===== src/boot_loader_regs.vh =====
`ifndef BOOT_LOADER_REGS_VH
`define BOOT_LOADER_REGS_VH

// ----------------------------------------
// timing
// ----------------------------------------
`define CLK_FREQ_HZ 100000000
`define STRAP_SETTLE_US 1000
`define STRAP_SETTLE_CYCLES ((`CLK_FREQ_HZ / 1000000) * `STRAP_SETTLE_US)

// ----------------------------------------
// event codes
// ----------------------------------------
`define EVT_NONE 16'h0000
`define EVT_ACQ_TIMING 16'h0D21
`define EVT_PRIMARY_FAIL 16'h0D01
`define EVT_FALLBACK_FAIL 16'h0D02
`define EVT_RECOVERY_BOOT 16'h0D10

// ----------------------------------------
// outcome encodings
// ----------------------------------------
`define OUTCOME_NONE 2'h0
`define OUTCOME_OK 2'h1
`define OUTCOME_FAIL 2'h2
`define OUTCOME_RECOVERY 2'h3

// ----------------------------------------
// image select
// ----------------------------------------
`define IMG_PRIMARY 2'h0
`define IMG_FALLBACK 2'h1
`define IMG_RECOVERY 2'h2

`endif


===== src/word_skid_buffer.v =====
`timescale 1ns/1ps
// ----------------------------------------
// two-entry buffer
// ----------------------------------------
module word_skid_buffer (
    input wire mclk, // clock
    input wire rst_n, // synchronised reset, active low
    input wire flush, // drop contents
    input wire [31:0] in_data, // word in
    input wire in_valid, // word in valid
    output wire in_ready, // room for a word
    output wire [31:0] out_data, // word out
    output wire out_valid, // word out valid
    input wire out_ready // receiver accepts
);
    reg [31:0] mem_reg [0:1];
    reg wr_ptr_reg;
    reg rd_ptr_reg;
    reg [1:0] count_reg;
    reg room_reg;
    wire push;
    wire pop;

    // room is kept in a flop so the ready seen outside comes straight from a register
    assign in_ready = room_reg;
    assign out_valid = (count_reg != 2'h0);
    assign out_data = mem_reg[rd_ptr_reg];
    assign push = in_valid && in_ready;
    assign pop = out_valid && out_ready;

    always @(posedge mclk or negedge rst_n)
    begin
        if (!rst_n)
        begin
            wr_ptr_reg <= 1'b0;
            rd_ptr_reg <= 1'b0;
            count_reg <= 2'h0;
            room_reg <= 1'b1;
            mem_reg[0] <= 32'h0;
            mem_reg[1] <= 32'h0;
        end
        else if (flush)
        begin
            wr_ptr_reg <= 1'b0;
            rd_ptr_reg <= 1'b0;
            count_reg <= 2'h0;
            room_reg <= 1'b1;
        end
        else
        begin
            if (push)
            begin
                mem_reg[wr_ptr_reg] <= in_data;
                wr_ptr_reg <= ~wr_ptr_reg;
            end
            if (pop)
                rd_ptr_reg <= ~rd_ptr_reg;
            if (push && !pop)
            begin
                count_reg <= count_reg + 2'h1;
                room_reg <= (count_reg != 2'h1);
            end
            else if (pop && !push)
            begin
                count_reg <= count_reg - 2'h1;
                room_reg <= 1'b1;
            end
        end
    end
endmodule // word_skid_buffer


===== src/boot_image_loader.v =====
`timescale 1ns/1ps
`include "boot_loader_regs.vh"
module boot_image_loader (
    input wire mclk, // system clock, 100 MHz
    input wire rst_n, // power-on reset, active low
    input wire recovery_strap_pin, // strap pin level, asynchronous
    output reg strap_pullup_en, // internal pull-up enable for strap pin
    output reg fuse_start, // one-cycle request to process fuses
    input wire fuse_done, // fuse processing finished, same clock
    output reg load_start, // one-cycle request to load an image
    output reg [1:0] load_image_sel, // image being loaded
    output reg private_boot_strap, // route flash access to private interface
    input wire load_done, // image load finished, same clock
    input wire load_fail, // image load failed, valid with load_done
    input wire load_acq_timing, // failure was acquisition timing, with load_done
    input wire [31:0] img_data, // image word from flash
    input wire img_valid, // image word valid
    output wire img_ready, // loader can take a word
    output reg [31:0] sram_data, // image word to code sram
    output reg sram_valid, // sram word valid
    input wire sram_ready, // sram accepts word
    output reg boot_done, // loader has finished
    output reg [1:0] boot_outcome, // ok, fail or recovery
    output reg [15:0] event_code, // last event logged
    output reg event_valid // one-cycle pulse when event logged
);
    // ----------------------------------------
    // states
    // ----------------------------------------
    localparam ST_PULLUP = 3'h0;
    localparam ST_FUSE = 3'h1;
    localparam ST_SETTLE = 3'h2;
    localparam ST_SAMPLE = 3'h3;
    localparam ST_LOAD = 3'h4;
    localparam ST_WAIT = 3'h5;
    localparam ST_OK = 3'h6;
    localparam ST_FAIL = 3'h7;
    localparam integer SETTLE_FULL = `STRAP_SETTLE_CYCLES;
    // 100000 cycles fits in 17 bits; the upper bits are cut on purpose
    localparam [16:0] SETTLE_CYCLES = SETTLE_FULL[16:0];

    reg rst_meta_reg;
    reg rst_sync_reg;
    wire srst_n;
    reg strap_meta_reg;
    reg strap_sync_reg;
    reg [2:0] state_reg;
    reg [16:0] settle_cnt_reg;
    reg fuse_busy_reg;
    wire buf_out_valid;
    wire [31:0] buf_out_data;
    wire out_free;

    // ----------------------------------------
    // reset release and pin sync
    // ----------------------------------------
    always @(posedge mclk or negedge rst_n)
    begin
        if (!rst_n)
        begin
            rst_meta_reg <= 1'b0;
            rst_sync_reg <= 1'b0;
        end
        else
        begin
            rst_meta_reg <= 1'b1;
            rst_sync_reg <= rst_meta_reg;
        end
    end
    assign srst_n = rst_sync_reg;

    always @(posedge mclk or negedge srst_n)
    begin
        if (!srst_n)
        begin
            strap_meta_reg <= 1'b1;
            strap_sync_reg <= 1'b1;
        end
        else
        begin
            strap_meta_reg <= recovery_strap_pin;
            strap_sync_reg <= strap_meta_reg;
        end
    end

    // ----------------------------------------
    // image data path
    // ----------------------------------------
    // a stall on the sram side backs up into the flash stream, no word lost
    // words arrive whole, so the lane count of the flash read does not matter here
    assign out_free = !sram_valid || sram_ready;

    word_skid_buffer u_buf (
        .mclk(mclk),
        .rst_n(srst_n),
        .flush(load_start),
        .in_data(img_data),
        .in_valid(img_valid),
        .in_ready(img_ready),
        .out_data(buf_out_data),
        .out_valid(buf_out_valid),
        .out_ready(out_free)
    );

    always @(posedge mclk or negedge srst_n)
    begin
        if (!srst_n)
        begin
            sram_valid <= 1'b0;
            sram_data <= 32'h0;
        end
        else if (out_free)
        begin
            sram_valid <= buf_out_valid;
            sram_data <= buf_out_data;
        end
    end

    // ----------------------------------------
    // boot sequencer
    // ----------------------------------------
    always @(posedge mclk or negedge srst_n)
    begin
        if (!srst_n)
        begin
            state_reg <= ST_PULLUP;
            settle_cnt_reg <= 17'h0;
            fuse_busy_reg <= 1'b0;
            strap_pullup_en <= 1'b0;
            fuse_start <= 1'b0;
            load_start <= 1'b0;
            load_image_sel <= `IMG_PRIMARY;
            private_boot_strap <= 1'b0;
            boot_done <= 1'b0;
            boot_outcome <= `OUTCOME_NONE;
            event_code <= `EVT_NONE;
            event_valid <= 1'b0;
        end
        else
        begin
            fuse_start <= 1'b0;
            load_start <= 1'b0;
            event_valid <= 1'b0;
            if (state_reg != ST_PULLUP && settle_cnt_reg != SETTLE_CYCLES)
                settle_cnt_reg <= settle_cnt_reg + 17'h1;
            case (state_reg)
                ST_PULLUP:
                begin
                    strap_pullup_en <= 1'b1;
                    settle_cnt_reg <= 17'h0;
                    state_reg <= ST_FUSE;
                end
                ST_FUSE:
                begin
                    if (!fuse_busy_reg)
                    begin
                        fuse_start <= 1'b1;
                        fuse_busy_reg <= 1'b1;
                    end
                    else if (fuse_done)
                        state_reg <= ST_SETTLE;
                end
                ST_SETTLE:
                begin
                    // fuse time counts toward the settle time; sample only after both
                    if (settle_cnt_reg == SETTLE_CYCLES)
                        state_reg <= ST_SAMPLE;
                end
                ST_SAMPLE:
                begin
                    load_start <= 1'b1;
                    state_reg <= ST_WAIT;
                    if (!strap_sync_reg)
                    begin
                        private_boot_strap <= 1'b1;
                        load_image_sel <= `IMG_RECOVERY;
                        event_code <= `EVT_RECOVERY_BOOT;
                        event_valid <= 1'b1;
                    end
                    else
                        load_image_sel <= `IMG_PRIMARY;
                end
                ST_LOAD:
                begin
                    load_start <= 1'b1;
                    state_reg <= ST_WAIT;
                end
                ST_WAIT:
                begin
                    if (load_done)
                    begin
                        if (!load_fail)
                            state_reg <= ST_OK;
                        else
                        begin
                            event_valid <= 1'b1;
                            if (load_acq_timing)
                                event_code <= `EVT_ACQ_TIMING;
                            else if (load_image_sel == `IMG_PRIMARY)
                                event_code <= `EVT_PRIMARY_FAIL;
                            else
                                event_code <= `EVT_FALLBACK_FAIL;
                            if (load_image_sel == `IMG_PRIMARY)
                            begin
                                load_image_sel <= `IMG_FALLBACK;
                                state_reg <= ST_LOAD;
                            end
                            else
                                state_reg <= ST_FAIL;
                        end
                    end
                end
                ST_OK:
                begin
                    boot_done <= 1'b1;
                    boot_outcome <= private_boot_strap ? `OUTCOME_RECOVERY : `OUTCOME_OK;
                end
                ST_FAIL:
                begin
                    boot_done <= 1'b1;
                    boot_outcome <= `OUTCOME_FAIL;
                end
                default:
                    state_reg <= ST_PULLUP;
            endcase
        end
    end
endmodule // boot_image_loader


===== config.mk =====
export PLATFORM = sky130hd
export DESIGN_NAME = boot_image_loader
export DESIGN_NICKNAME = d
export VERILOG_FILES = /design/src/word_skid_buffer.v /design/src/boot_image_loader.v
export VERILOG_INCLUDE_DIRS = /design/src
export SDC_FILE = /design/constraint.sdc
export NUM_CORES = 1
export LEC_CHECK = 0
export BUFFER_PORTS_ARGS = -buffer_cell sky130_fd_sc_hd__buf_2
export CORE_ASPECT_RATIO = 1.75
export CORE_UTILIZATION = 35
export DETAILED_ROUTE_END_ITERATION = 10
export GPL_ROUTABILITY_DRIVEN = 0
export PLACE_DENSITY = 0.65
export SYNTH_ARGS = -nofsm -noshare
export SYNTH_HDL_FRONTEND = slang
export SYNTH_SLANG_ARGS = --single-unit
export TNS_END_PERCENT = 1

===== constraint.sdc =====
create_clock -name mclk -period 6.08 [get_ports mclk]
set_input_delay 1.52 -clock mclk [delete_from_list [all_inputs] [get_ports mclk]]
set_output_delay 1.52 -clock mclk [all_outputs]
set_load 0.1 [all_outputs]

==> flow_summary.json <==
{
  "io_buffers": 91,
  "tritoncts": "built",
  "r2r-start": "rst_sync_reg$_DFF_PN0_",
  "synth_top_flop_cell": "dfrtp_1",
  "post_drt_wl_per_cell_um": 14.4,
  "drive_above_1_share_pct": 35.3,
  "fmax_mhz": 343,
  "cts_resized": 0,
  "grt_pass1_vias": 3954,
  "syn_area_mm2": 0.00593,
  "r2r-end": "strap_pullup_en$_DFFE_PN0P_",
  "critPathTopFamily": "flip-flops",
  "post-route-period-util_pct": 48.0,
  "area_growth_syn_to_layout_pct": 21.3,
  "power.internal_w": 0.00249,
  "slowest_stage": "dfrtp_1",
  "fill_cells": 1526,
  "postRouteAntennaNets": 0,
  "synth_common_cells": "dfrtp_1 (139), mux2_2 (64), nand2_1 (52), o21ai_0 (39), mux2i_1 (33)",
  "rr_worst_depth": 1,
  "synth-async-reset-ratio_pct": 100,
  "hold_start": "strap_meta_reg$_DFF_PN1_",
  "rows": 62,
  "dp_slack_ns": 3.14,
  "wl_met3_um": 472,
  "crit_required_ns": 4.56,
  "yosysMostFrequentCell": "dfrtp_1",
  "post-cts-setup-buffers": 0,
  "synth_area_leaders": "dfrtp_1 (59%), mux2_2 (12%), mux2i_1 (5.6%)",
  "drc_errors": 0,
  "synth_top_family_by_area": "multiplexers",
  "synth_xor_area_share_pct": 2.22,
  "path_max_fanout": 8,
  "drt_wl_total_mm": 11.7,
  "min_to": "strap_sync_reg$_DFF_PN1_",
  "clkLatencyLatePin_ns": 0.41,
  "cp_data_arrival_time_ns": 1.40,
  "synth-seq-cells": 142,
  "crit_cells": 1,
  "slew_violations": 0,
  "min_period_ns": 2.92,
  "gr-total-overflow": 0,
  "criticalPathCategory": "reg -> out",
  "coreArea_mm2": 0.0165,
  "finClkSkew_ns": 0.0100,
  "finalSetupViolCount": 0,
  "wl_met1_mm": 4.85,
  "switchingPower_w": 0.00200,
  "yosys.area.top_type": "dfrtp_1",
  "largest_reg_flops": 64,
  "dieArea_mm2": 0.0175,
  "pin_count": 101,
  "synth_top_area_share_pct": 58.6,
  "p_seq_share_pct": 35.1,
  "p_per_area_mw_per_mm2": 623,
  "avgSynthCellArea_um2": 12.3,
  "top_layer": "met5",
  "ys_types": 43,
  "swShare_pct": 44.5,
  "drt-initial-drc-count": 184,
  "synthMuxAreaShare_pct": 17.7,
  "peakVddDrop_uv": 285,
  "wl_met2_mm": 6.21,
  "whs_ns": 0.357,
  "min_delay_path_depth": 0,
  "ys_seq_area_share_pct": 60.0,
  "critPathLaunchType": "flop",
  "die_h_um": 174,
  "hold_viol_final": 0,
  "clockRootBuffer": "clkbuf_16",
  "grt.total_usage_pct": 14.4,
  "cts_hold_buffers": 0,
  "cts_buffer_depth": 2,
  "vias": 3823,
  "rsz0062_at_grt": "false",
  "critPathBufInv": 1,
  "synth_compound_area_share_pct": 5.44,
  "yosys_warnings": 0,
  "dpl.hpwl_mm": 7.87,
  "min-delay-path-class": "reg -> reg",
  "comb_power_share_pct": 41.1,
  "power_frac_clock_pct": 23.7,
  "worstMarginPinSlew_ns": 1.05,
  "grt_max_degree": 72,
  "synth_edf_count": 0,
  "critPathMaxStageDelay_ns": 0.50,
  "nets": 618,
  "cts_inserted_buffers": 17,
  "finalSetupTns_ns": 0,
  "synth_fa_ha_area_share_pct": 0.844,
  "htreeDepth": 4,
  "maxSlewHeadroom_pct": 30.1,
  "timing.max_cap.violations": 0,
  "yosys.area_share.simple_pct": 10.4,
  "via_per_inst": 4.71,
  "postSynthCellCount": 482,
  "start_util_pct": 35.9,
  "endpoint_kind": "output port",
  "power_leakage_nw": 3.33,
  "cp_cell_sequence": "buf_2",
  "grt_pass1_wl_mm": 19.8,
  "outcome": "completed",
  "setup_ws_ns": 3.16,
  "clkSinkCount": 142,
  "die_x_um": 100,
  "reg2reg_slack_ns": 4.18,
  "path_clk_slew_ns": 0.07,
  "drtPass1Iterations": 4,
  "antenna_found_initial": 3,
  "finalPower_w": 0.00448
}
==> routing by layer <==
layer,GRT usage [%],vias up
li1,-,1830
met3,3.86,10
met1,17.0,1903
met4,4.95,4
met2,25.1,76
met5,0,-
==> cell usage in the layout (no fill, tap or decap), types with 4 or more instances in the layout <==
cell and instances:
a21oi_1 5, buf_2 91, buf_4 5, clkbuf_16 17
clkinvlp_4 4, conb_1 10, dfrtp_1 137, ha_1 4
inv_1 6, mux2_2 64, mux2i_1 33, nand2_1 52
nand2b_1 4, nand3_1 8, nand4_1 6, nor2_1 26
nor3_1 7, o21ai_0 39, or2_2 4, xnor2_1 9
xor2_1 6
==> layout make-up <==
type,count,area [um^2],share of cell area [%]
clock inverters,14,184,2.56
flip-flops and latches,142,3560,49.5
inverters,6,22.5,0.313
multi-input cells,310,2220,30.9
repair buffers,96,493,6.85
diodes,1,2.50,0.0348
clock buffers,18,429,5.97
well taps,224,280,3.90
==> worst max path at each step <==
stage	startpoint	to	slack (ns)
4_1_cts	load_start$_DFF_PN0_	load_start	3.14
6_report	load_start$_DFF_PN0_	load_start	3.16
3_3_place_gp	img_valid	u_buf.mem_reg[11]$_DFFE_PN0P_	3.17
3_5_place_dp	img_valid	u_buf.mem_reg[9]$_DFFE_PN0P_	3.14
5_1_grt	load_start$_DFF_PN0_	load_start	3.08
2_1_floorplan	rst_sync_reg$_DFF_PN0_	boot_done$_DFFE_PN0P_	1.84
==> power groups by stage <==
stage	logic [W]	clock network, W	registers (W)
after floorplan	0.000722	0	0.00240
after global placement	0.00183	0	0.00157
after detailed placement	0.00186	0	0.00160
final	0.00184	0.00106	0.00158
after CTS	0.00186	0.00110	0.00158
after global routing	0.00195	0.00113	0.00163
==> cells by family (layout without fill, tap and decap cells) <==
group | count (synthesis) | in the layout
compound gates | 57 | 57
other cells | 2 | 11
buf+inv | 38 | 134
fa+ha+maj | 4 | 4
mux | 97 | 97
xor+xnor | 15 | 15
flops | 142 | 142
simple gates | 127 | 127
==> metrics by stage <==
| stage | util [%] | cells | cell area (um^2) |
|---|---|---|---|
| 2_1_floorplan | - | 490 | 5960 |
| 3_3_place_gp | 39.8 | 778 | 6580 |
| 3_5_place_dp | 39.8 | 778 | 6580 |
| 4_1_cts | 43.5 | 810 | 7190 |
| 5_1_grt | 43.5 | 810 | 7190 |
| 6_report | 43.5 | 811 | 7190 |
(Power assumes the default switching activity.)
